<file path="src/regs_map.svh">
// Register offsets, field positions, reset values and timing counts for the
// linear-regulator mask and load-current measurement register slice.
// Assumes an 8-bit register port with 8-bit addresses driven by the serial front end.
`ifndef REGS_MAP_SVH
`define REGS_MAP_SVH

`define OFS_LINREG_IRQ_MASK     8'h23
`define OFS_LOAD_MEAS_SELECT    8'h24
`define OFS_LOAD_CURRENT_HIGH   8'h25
`define OFS_LOAD_CURRENT_LOW    8'h26

`define BIT_LINREG1_PG_INVALID  7
`define BIT_LINREG1_PG_VALID    6
`define BIT_LINREG1_CURLIMIT    4
`define BIT_LINREG0_PG_INVALID  3
`define BIT_LINREG0_PG_VALID    2
`define BIT_LINREG0_CURLIMIT    0
`define LINREG_MASK_WR_BITS     8'hDD
`define RST_LINREG_IRQ_MASK     8'hCC
`define RST_LOAD_MEAS_SELECT    8'h00
`define RST_LOAD_CURRENT        9'h000
`define RST_MEAS_READY_MASK     1'b0

`define MEAS_TIME_NS            1000
`define CLK_PERIOD_NS           8
`define MEAS_CYCLES             ((`MEAS_TIME_NS + `CLK_PERIOD_NS - 1) / `CLK_PERIOD_NS)

`endif

</file>
<file path="src/regs_pkg.sv">
// Types shared by the register slice and its result holder.
// Assumes regs_map.svh supplies all numeric constants.
package regs_pkg;
	typedef enum logic [1:0] {MEAS_IDLE, MEAS_BUSY, MEAS_DONE} meas_state_e;
	typedef logic [8:0] current_t;
endpackage : regs_pkg

</file>
<file path="src/result_hold.sv">
// Holds the last completed 9-bit load-current result.
// Assumes a single clock with synchronous active-low reset.
`timescale 1ns/1ps
`include "regs_map.svh"
module result_hold
	import regs_pkg::*;
(
	input  wire logic     clk_in,
	input  wire logic     rst_n_in,
	input  wire logic     load_in,
	input  wire current_t data_in,
	output current_t      data_out
);
	// Both halves captured in one edge; the host's high and low reads are separate, so a capture between them gives a torn value
	always_ff @(posedge clk_in) begin
		if (!rst_n_in)
			data_out <= `RST_LOAD_CURRENT;
		else if (load_in)
			data_out <= data_in;
	end
endmodule : result_hold

</file>
<file path="src/linreg_load_regs.sv">
// Linear-regulator interrupt masks and buck load-current measurement registers.
// Assumes an 8-bit register port, status/events from the analog side asynchronous to MCLK_IN,
// and a measurement engine that answers a start pulse with a done pulse and value.
`timescale 1ns/1ps
`include "regs_map.svh"
module linreg_load_regs
	import regs_pkg::*;
#(
	parameter int MEAS_CYCLES = `MEAS_CYCLES
)(
	input  wire logic       MCLK_IN,
	input  wire logic       RST_N_IN,
	input  wire logic [7:0] REG_ADDR_IN,
	input  wire logic [7:0] REG_WDATA_IN,
	input  wire logic       REG_WR_IN,
	input  wire logic       REG_RD_IN,
	input  wire logic [1:0] LINREG_PG_IN,
	input  wire logic [1:0] LINREG_CURLIMIT_IN,
	input  wire logic       MEAS_READY_MASK_IN,
	input  wire logic       MEAS_DONE_IN,
	input  wire current_t   MEAS_VALUE_IN,
	output logic [7:0]      REG_RDATA_OUT,
	output logic            MEAS_START_OUT,
	output logic            MEAS_BUCK_SEL_OUT,
	output logic [3:0]      LINREG_LIVE_STATUS_OUT,
	output logic [3:0]      LINREG_IRQ_FLAGS_OUT,
	output logic            MEAS_READY_IRQ_FLAG_OUT,
	output logic            MEAS_BUSY_OUT
);

////////////////////////////////////////////////////////////////////////////////
// Input synchronisers: three stages, change accepted when stages 2 and 3 agree

	logic [3:0] sync1_r, sync2_r, sync3_r, live_r;
	wire  [3:0] raw_in = {LINREG_CURLIMIT_IN, LINREG_PG_IN};
	// Pins idle low, so the zero reset of every stage raises no false edge
	wire  [3:0] live_nxt = (sync2_r == sync3_r) ? sync3_r : live_r;

	always_ff @(posedge MCLK_IN) begin
		if (!RST_N_IN) begin
			sync1_r <= 4'h0;
			sync2_r <= 4'h0;
			sync3_r <= 4'h0;
			live_r  <= 4'h0;
		end else begin
			sync1_r <= raw_in;
			sync2_r <= sync1_r;
			sync3_r <= sync2_r;
			live_r  <= live_nxt;
		end
	end

////////////////////////////////////////////////////////////////////////////////
// Register decode

	// Address match shared by the write strobes and the read mux
	function automatic logic addr_hit(input logic [7:0] addr, input logic [7:0] ofs);
		return addr == ofs;
	endfunction : addr_hit

	wire wr_mask = REG_WR_IN && addr_hit(REG_ADDR_IN, `OFS_LINREG_IRQ_MASK);
	wire wr_sel  = REG_WR_IN && addr_hit(REG_ADDR_IN, `OFS_LOAD_MEAS_SELECT);

	logic [7:0] mask_r;
	logic [7:0] sel_r;
	logic       ready_mask_r;

	always_ff @(posedge MCLK_IN) begin
		if (!RST_N_IN) begin
			mask_r       <= `RST_LINREG_IRQ_MASK;
			sel_r        <= `RST_LOAD_MEAS_SELECT;
			ready_mask_r <= `RST_MEAS_READY_MASK;
		end else begin
			ready_mask_r <= MEAS_READY_MASK_IN;
			if (wr_mask)
				mask_r <= REG_WDATA_IN & `LINREG_MASK_WR_BITS;
			if (wr_sel)
				sel_r <= REG_WDATA_IN;
		end
	end

	wire linreg1_pg_invalid_mask = mask_r[`BIT_LINREG1_PG_INVALID];
	wire linreg1_pg_valid_mask   = mask_r[`BIT_LINREG1_PG_VALID];
	wire linreg1_curlimit_mask   = mask_r[`BIT_LINREG1_CURLIMIT];
	wire linreg0_pg_invalid_mask = mask_r[`BIT_LINREG0_PG_INVALID];
	wire linreg0_pg_valid_mask   = mask_r[`BIT_LINREG0_PG_VALID];
	wire linreg0_curlimit_mask   = mask_r[`BIT_LINREG0_CURLIMIT];

////////////////////////////////////////////////////////////////////////////////
// Event detection and interrupt flags
// Live bits order: {linreg1_curlimit, linreg0_curlimit, linreg1_pg, linreg0_pg}

	logic [3:0] prev_r;
	always_ff @(posedge MCLK_IN) begin
		if (!RST_N_IN)
			prev_r <= 4'h0;
		else
			prev_r <= live_r;
	end

	wire rise0_pg = live_r[0] & ~prev_r[0];
	wire fall0_pg = ~live_r[0] & prev_r[0];
	wire rise1_pg = live_r[1] & ~prev_r[1];
	wire fall1_pg = ~live_r[1] & prev_r[1];
	wire rise0_il = live_r[2] & ~prev_r[2];
	wire rise1_il = live_r[3] & ~prev_r[3];

	wire set0_pg = (fall0_pg & ~linreg0_pg_invalid_mask)
	             | (rise0_pg & ~linreg0_pg_valid_mask);
	wire set1_pg = (fall1_pg & ~linreg1_pg_invalid_mask)
	             | (rise1_pg & ~linreg1_pg_valid_mask);
	wire set0_il = rise0_il & ~linreg0_curlimit_mask;
	wire set1_il = rise1_il & ~linreg1_curlimit_mask;

	// Flags are sticky; clearing belongs to the flag register outside this slice
	logic [3:0] flags_r;
	always_ff @(posedge MCLK_IN) begin
		if (!RST_N_IN)
			flags_r <= 4'h0;
		else
			flags_r <= flags_r | {set1_il, set0_il, set1_pg, set0_pg};
	end

////////////////////////////////////////////////////////////////////////////////
// Measurement sequencing

	// Longest wait from a start to its capture when the engine stays silent
	localparam int MEAS_LIMIT = MEAS_CYCLES;
	meas_state_e state_r, state_nxt;
	logic [15:0] cnt_r;
	logic        start_r;
	logic        ready_r;
	logic        capture;
	current_t    result;

	always_comb begin
		state_nxt = state_r;
		case (state_r)
			MEAS_IDLE: if (wr_sel) state_nxt = MEAS_BUSY;
			MEAS_BUSY: if (MEAS_DONE_IN || cnt_r == 16'(MEAS_CYCLES - 1)) state_nxt = MEAS_DONE;
			MEAS_DONE: state_nxt = wr_sel ? MEAS_BUSY : MEAS_IDLE;
			default:   state_nxt = MEAS_IDLE;
		endcase
		// A rewrite while busy restarts the measurement
		if (wr_sel) state_nxt = MEAS_BUSY;
	end

	// Engine done pulse is preferred; the timeout is a fallback so a stuck engine still
	// completes the sequence with whatever value it presents.
	assign capture = (state_r == MEAS_BUSY) && !wr_sel
	              && (MEAS_DONE_IN || cnt_r == 16'(MEAS_CYCLES - 1));

	always_ff @(posedge MCLK_IN) begin
		if (!RST_N_IN) begin
			state_r <= MEAS_IDLE;
			cnt_r   <= 16'h0000;
			start_r <= 1'b0;
			ready_r <= 1'b0;
		end else begin
			state_r <= state_nxt;
			cnt_r   <= (wr_sel || state_r != MEAS_BUSY) ? 16'h0000 : cnt_r + 16'h0001;
			start_r <= wr_sel;
			ready_r <= ready_r | (capture & ~ready_mask_r);
		end
	end

	result_hold u_hold (
		.clk_in   (MCLK_IN),
		.rst_n_in (RST_N_IN),
		.load_in  (capture),
		.data_in  (MEAS_VALUE_IN),
		.data_out (result)
	);

////////////////////////////////////////////////////////////////////////////////
// Read mux

	// Reserved and unmapped locations read zero
	wire [7:0] rd_nxt =
		addr_hit(REG_ADDR_IN, `OFS_LINREG_IRQ_MASK)   ? mask_r :
		addr_hit(REG_ADDR_IN, `OFS_LOAD_MEAS_SELECT)  ? sel_r :
		addr_hit(REG_ADDR_IN, `OFS_LOAD_CURRENT_HIGH) ? {7'h00, result[8]} :
		addr_hit(REG_ADDR_IN, `OFS_LOAD_CURRENT_LOW)  ? result[7:0] :
		8'h00;

	always_ff @(posedge MCLK_IN) begin
		if (!RST_N_IN)
			REG_RDATA_OUT <= 8'h00;
		else if (REG_RD_IN)
			REG_RDATA_OUT <= rd_nxt;
	end

	always_ff @(posedge MCLK_IN) begin
		if (!RST_N_IN) begin
			MEAS_START_OUT          <= 1'b0;
			MEAS_BUCK_SEL_OUT       <= 1'b0;
			LINREG_LIVE_STATUS_OUT  <= 4'h0;
			LINREG_IRQ_FLAGS_OUT    <= 4'h0;
			MEAS_READY_IRQ_FLAG_OUT <= 1'b0;
			MEAS_BUSY_OUT           <= 1'b0;
		end else begin
			MEAS_START_OUT          <= start_r;
			MEAS_BUCK_SEL_OUT       <= sel_r[0];
			LINREG_LIVE_STATUS_OUT  <= live_r;
			LINREG_IRQ_FLAGS_OUT    <= flags_r;
			MEAS_READY_IRQ_FLAG_OUT <= ready_r;
			MEAS_BUSY_OUT           <= (state_r == MEAS_BUSY);
		end
	end
endmodule : linreg_load_regs

</file>
<file path="config.mk">
export PLATFORM = sky130hd
export DESIGN_NAME = linreg_load_regs
export DESIGN_NICKNAME = d
export VERILOG_FILES = /design/src/regs_pkg.sv /design/src/result_hold.sv /design/src/linreg_load_regs.sv
export VERILOG_INCLUDE_DIRS = /design/src
export SDC_FILE = /design/constraint.sdc
export NUM_CORES = 1
export LEC_CHECK = 0
export BUFFER_PORTS_ARGS = -buffer_cell sky130_fd_sc_hd__buf_2
export CORE_MARGIN = 4
export CORE_UTILIZATION = 55
export CTS_CLUSTER_SIZE = 12
export DETAILED_ROUTE_END_ITERATION = 12
export PLACE_DENSITY = 0.78
export SETUP_SLACK_MARGIN = 0.4
export SYNTH_ARGS = -nofsm -noshare
export SYNTH_HDL_FRONTEND = slang
export SYNTH_SLANG_ARGS = --single-unit
</file>
<file path="constraint.sdc">
create_clock -name MCLK_IN -period 2.1 [get_ports MCLK_IN]
set_input_delay 0.42 -clock MCLK_IN [delete_from_list [all_inputs] [get_ports MCLK_IN]]
set_output_delay 0.42 -clock MCLK_IN [all_outputs]
set_load 0.03 [all_outputs]
</file>
# Yosys cells after proc, flatten, opt, wreduce, memory -nomap -nowiden
# Cells that the tools add are included.
dict set report classes {
  shifts 0
  addsub 1
  multipliers 0
  bitwise_logic 32
  order_cmp 0
  eq_ne 11
  n_reduce_logical 12
  mux 7
  n_div 0
}
# operator count
set op_table {}
lappend op_table {{== test 8 x 6 -> 1 bit (second input constant)} 4}
lappend op_table {{2-to-1 mux 8 bit} 4}
lappend op_table {{adder 16 x 1 -> 16 bit (second input constant)} 1}
lappend op_table {{== test 16 x 7 -> 1 bit (second input constant)} 1}
lappend op_table {{inverter 1 bit} 15}
lappend op_table {{bitwise AND 1 bit} 13}
lappend op_table {{== test 4 bit} 1}
lappend op_table {{logical AND 1 bit} 4}
lappend op_table {{!= test 2 bit (second input constant)} 2}
lappend op_table {{OR 4 bit} 1}
lappend op_table {{one-hot mux 2 bit (2 select lines)} 1}
lappend op_table {{AND reduction 2 bit} 2}
lappend op_table {{OR reduction 2 bit} 2}
lappend op_table {{!= test 3 bit (second input constant)} 1}
lappend op_table {{OR 1 bit} 3}
lappend op_table {{== test 2 x 1 -> 1 bit (second input constant)} 1}
lappend op_table {{zero test 2 bit} 1}
lappend op_table {{logical OR 1 bit} 2}
lappend op_table {{2-to-1 mux 2 bit} 1}
lappend op_table {{!= test 2 x 1 -> 1 bit (second input constant)} 1}
lappend op_table {{zero test 1 bit} 1}
lappend op_table {{2-to-1 mux 1 bit} 1}
dict set report word_totals {
  word_cells 84
  reg_bits 84
  mem_count 0
  latch_bits 0
  mem_bits_rw 0
  romBits 0
}

# Logic depth before layout (Yosys ltp)
dict set report depth {
  depth_word 7
  depth_mapped 7
  ltp_nobuf 6
}

# Hierarchy
# Synthesis repeated with hierarchy kept, for this count alone.
dict set report hier_totals {
  hier_cells 318
  area_unflattened_um2 3149.3
}
# module instances area_each_um2 cells_per_inst
set by_module_without_submodules {}
lappend by_module_without_submodules {linreg_load_regs 1 2811.4 290}
lappend by_module_without_submodules {result_hold 1 337.8 28}

# Worst setup path before layout
# No wires, ideal clock.
dict set report synth_timing {
  kind {register -> register}
  from {reg cnt_r[0]}
  to {reg u_hold.data_out[0]}
  n_path_buf 1
  stages_incl_launch_ff 8
  t_arrival_ns 1.426
  period_less_slack_ns 1.498
  setup_time_ns 0.072
  slack_ns 0.602
  t_required_ns 2.028
  path_cell_list {dfxtp_1 inv_1 ha_1 nor4b_1 a41oi_1 nor3b_2 buf_6 mux2i_1}
}
dict set report synth_between {
  elab_chain_len 3
}
# element line_no
set synth_lines {}
lappend synth_lines {{from (decl)} linreg_load_regs.sv:130} ;# logic [15:0] cnt_r;
lappend synth_lines {{from (signal assigned)} linreg_load_regs.sv:161} ;# cnt_r <= (wr_sel || state_r != MEAS_BUSY) ? 16'h0000 : cnt_r + 16'h0001;
lappend synth_lines {{== test 16 x 7 -> 1 bit} linreg_load_regs.sv:151} ;# && (MEAS_DONE_IN || cnt_r == 16'(MEAS_CYCLES - 1));
lappend synth_lines {{logical OR 1 bit} linreg_load_regs.sv:151}
lappend synth_lines {{logical AND 1 bit} linreg_load_regs.sv:151}
lappend synth_lines {{to (signal assigned)} result_hold.sv:17} ;# data_out <= `RST_LOAD_CURRENT;
lappend synth_lines {{to (signal assigned)} result_hold.sv:19} ;# data_out <= data_in;
lappend synth_lines {{to (decl)} result_hold.sv:12} ;# output current_t data_out
# No other way between the ends.
# A chain may end at the register's enable or synchronous reset.

# Worst setup path in the final report
dict set report layout_timing {
  from {reg cnt_r[8]}
  to {reg cnt_r[15]}
}
dict set report layout_between {
  elab_chain_len 1
}
# element line_no
set layout_lines {}
lappend layout_lines {{adder 16 x 1 -> 16 bit} linreg_load_regs.sv:161}
# No other way between the ends.

==> impl_results.md <==
* Worst IR Drop VDD at 0.0005487 V
* Final-report hold violation count at 0
* Die Area at about 7300 um2
* Final net count at 432
* Register bit total from synthesis at 84
* Via total after detailed routing at 2498
* Total placed cells including tap cells at ~450
* TritonCTS clock tree: yes
* Initial antenna violation count at 0
* Syn Nets at 370
* Largest net degree at the start of global routing at 27
* Maximum Capacitance Violations at 0
* Flop-to-flop setup slack at around 450 ps
* FF-to-FF End: cnt_r[15]
* H-tree depth at 3
* Vias in the first global route at around 2400
* Sequential element share of the synthesized area at 51.18%
* Async set or reset register ratio after synthesis at 0%
* Clk sinks at 84
* Comb power frac at ~4.5%
* Actual slew at the worst max-slew pin at between 300 and 400 ps
* Finish-stage setup viols at 0
* Status: finished, final reports clean
* Std-Cell Rows at 27
* Synth cell types at 43
* Vias per cell at about 5.3
* Number of synthesis warnings at 0
* CP max FO at 5
* Routability cong. at 0.8182
* Final wirelength at roughly 6800 um
* Core area at 5642 um2
* Mapped Area at approximately 3300 um2
* Gr usage total at about a fifth
* Non-filler cells, final at 469
* Mapped Avg Cell Area at between 9 and 10 um2
* Post-DR wirelength/cell at between 10 and 15 um
* Initial Util at 58.24%
* Maximum clock rate at just over 0.6 GHz
* Pwr per Cell Area at 743.6 nW/um2
* Clk_lat worst skew at 350 ps
* CTS Buf Count at 9
* Number of nets still failing antenna checks after routing at 0
* Total congestion overflow at 0
* Tmin final at roughly 1600 ps
* Crit path launch: cnt_r[8]
* DIE HEIGHT at 85.29 um
* Period utilization at roughly 80%
* Worst path cell trace: and4_4 -> nand4_4 -> or4_1 -> a21oi_1
* Clk slew on worst S/H paths at approximately 80 ps
* Share of layout cells above drive strength 1 at approximately a quarter
* Port bufs at 54
* Max-slew violations at 0
* Max incr delay on CP at between 500 and 600 ps
* CTS root buffer: clkbuf_8
* Synthesis-to-finish area growth at 19.31%
* EDFF count, synth at 0
* Setup Skew at between 10 and 15 ps
* Worst setup endpoint: cnt_r[15]
* Die outline width at ~85 um
* Max Root-Sink Buffers at 2
* Critical path required time at between 2000 and 2500 ps
* Critical path launch point type: flip-flop
* Top Ports at 55
* Slew HR at between 70% and 80%
* Diodes inserted at 0
* Clk pwr share at between 40% and 50%
* Synthesized instance count at around 330
* RSZ-0062 raised after global routing: true
* DR DRC count at 0
* Critical path type: reg -> reg
* DP Wirelength at 4733 um
* Detailed router's first-iteration violation count at 152
* Switch Pwr at ~0.60 mW
* Reg2reg path depth at 4
* Ys flop type: dfxtp_1
* Net Sw Frac at 20.55%
* Crit end category: flip-flop
* Hold/Removal Path Class: in -> reg
* Static Leak at between 1.5 and 2 nW
* First-pass iteration count of the detailed router at 4
* First-pass GRT wire length at 11120 um
* Setup TNS at 0 ps
* Worst R2R Start: cnt_r[8]
* CP arrival at 1910 ps
* Reg power frac at 55.3%
* P_int at about 2.3 mW
* Crit-path slowest cell: or4_1
registers in the layout, summed over array words and instances, names as in the netlist, 2 cells and up:
| register | flops |
|---|---|
| sync3_r | 4 |
| cnt_r | 16 |
| REG_RDATA_OUT | 8 |
| LINREG_IRQ_FLAGS_OUT | 4 |
| mask_r | 6 |
| sync1_r | 4 |
| sync2_r | 4 |
| state_r | 2 |
| LINREG_LIVE_STATUS_OUT | 4 |
| flags_r | 4 |
| u_hold.data_out | 9 |
| sel_r | 8 |
| live_r | 4 |
critical path: cells and delay by family, from the launching register on:
family / cells / cell delay (ps)
AOI/OAI and AO/OA: 1 / 190
and+or+nand+nor: 3 / 940
DFF: 1 / 450
routing by layer:
metal  track usage (%)  wire length [um]
met1             25.65              3079
met5                 0                 0
met2             29.94              3145
met4             9.065               126
met3             4.660               493
worst min path at each step:
stage	slack [ps]	startpoint	cells after the start	endpoint
floorplan	410	start_r	1	MEAS_START_OUT
global placement	410	sync1_r[0]	1	sync2_r[0]
CTS	270	LINREG_CURLIMIT_IN[0]	2	sync1_r[2]
finish	280	LINREG_PG_IN[0]	2	sync1_r[0]
detailed placement	420	sync1_r[3]	1	sync2_r[3]
global route	280	LINREG_CURLIMIT_IN[0]	2	sync1_r[2]
placed cells by master (no fill, tap or decap), types with 5 or more instances in the layout:
master,instances
mux2i_1,30
and3b_1,11
nand2_1,31
dfxtp_1,80
xnor2_1,5
xor2_1,9
o21ai_0,8
clkbuf_8,9
a21o_1,8
and2_1,27
buf_4,12
nor2_1,35
buf_2,54
a21oi_1,12
nand4_1,7
nand2b_1,8
synthesized netlist by cell type, drive strengths merged, types with 4 or more instances:
library cell / n / share of area (%)
nand2b: 8 / 1.5
dfxtp: 84 / 51
a21oi: 12 / 1.8
nand2: 31 / 3.5
and2: 27 / 5.1
o21ai: 8 / 1.2
nand3: 5 / 0.91
and3b: 11 / 2.9
inv: 6 / 0.69
nor2: 35 / 4.0
nand4: 8 / 2.0
clkbuf: 9 / 1.0
xnor2: 5 / 1.3
a21o: 8 / 1.8
mux2i: 30 / 9.1
nor3b: 4 / 1.4
xor2: 9 / 2.4
buf: 7 / 1.3
repair_timing:
action	4_1_cts	5_1_grt
cloned	1	0
endpoints found under the setup margin	9	12
gates resized for setup	4	12
buffers inserted	2	1
hold buffers	0	0
pin swaps	2	2
final cells by class:
type	count	area [um2]
Multi-Input combinational cell	226	1553
Clock buffer	10	127.6
Sequential cell	84	1687
Timing Repair Buffer	67	371.6
Tap cell	72	90.09
Fill cell	445	1722
Inverter	7	26.28
Clock inverter	3	65.06
power by group through the flow:
stage | Combinational [mW] | Sequential (mW) | Clock (mW)
after floorplan | 0.0675 | 1.65 | 0
after global placement | 0.128 | 1.65 | 0
after detailed placement | 0.130 | 1.65 | 0
after CTS | 0.133 | 1.61 | 1.19
after global routing | 0.146 | 1.61 | 1.26
final | 0.132 | 1.61 | 1.17
metrics by stage:
| step | area [um2] | power, mW | hold WS, ps | util, % | setup slack, ps |
|---|---|---|---|---|---|
| global placement | 3636 | 1.777 | 413.9 | 64.45 | 319.3 |
| floorplan | 3286 | 1.719 | 411.9 | - | 602.4 |
| global route | 3920 | 3.024 | 281.6 | 69.48 | 384.9 |
| CTS | 3867 | 2.939 | 269.9 | 68.55 | 409.1 |
| detailed placement | 3636 | 1.780 | 420.4 | 64.45 | 238.5 |
| finish | 3920 | 2.915 | 282.1 | 69.48 | 454.1 |
cell families (layout without fill, tap and decap cells):
family,after synthesis,count (layout),synth area share (%)
AOI/OAI and AO/OA,36,36,6.969
adders and majority gates,2,2,0.7615
xor gates and xnor gates,14,14,3.732
buffers and inverters,23,87,3.160
DFF,84,84,51.18
and+or+nand+nor,144,144,25.06
muxes,30,30,9.139
(Power assumes the default switching activity.)
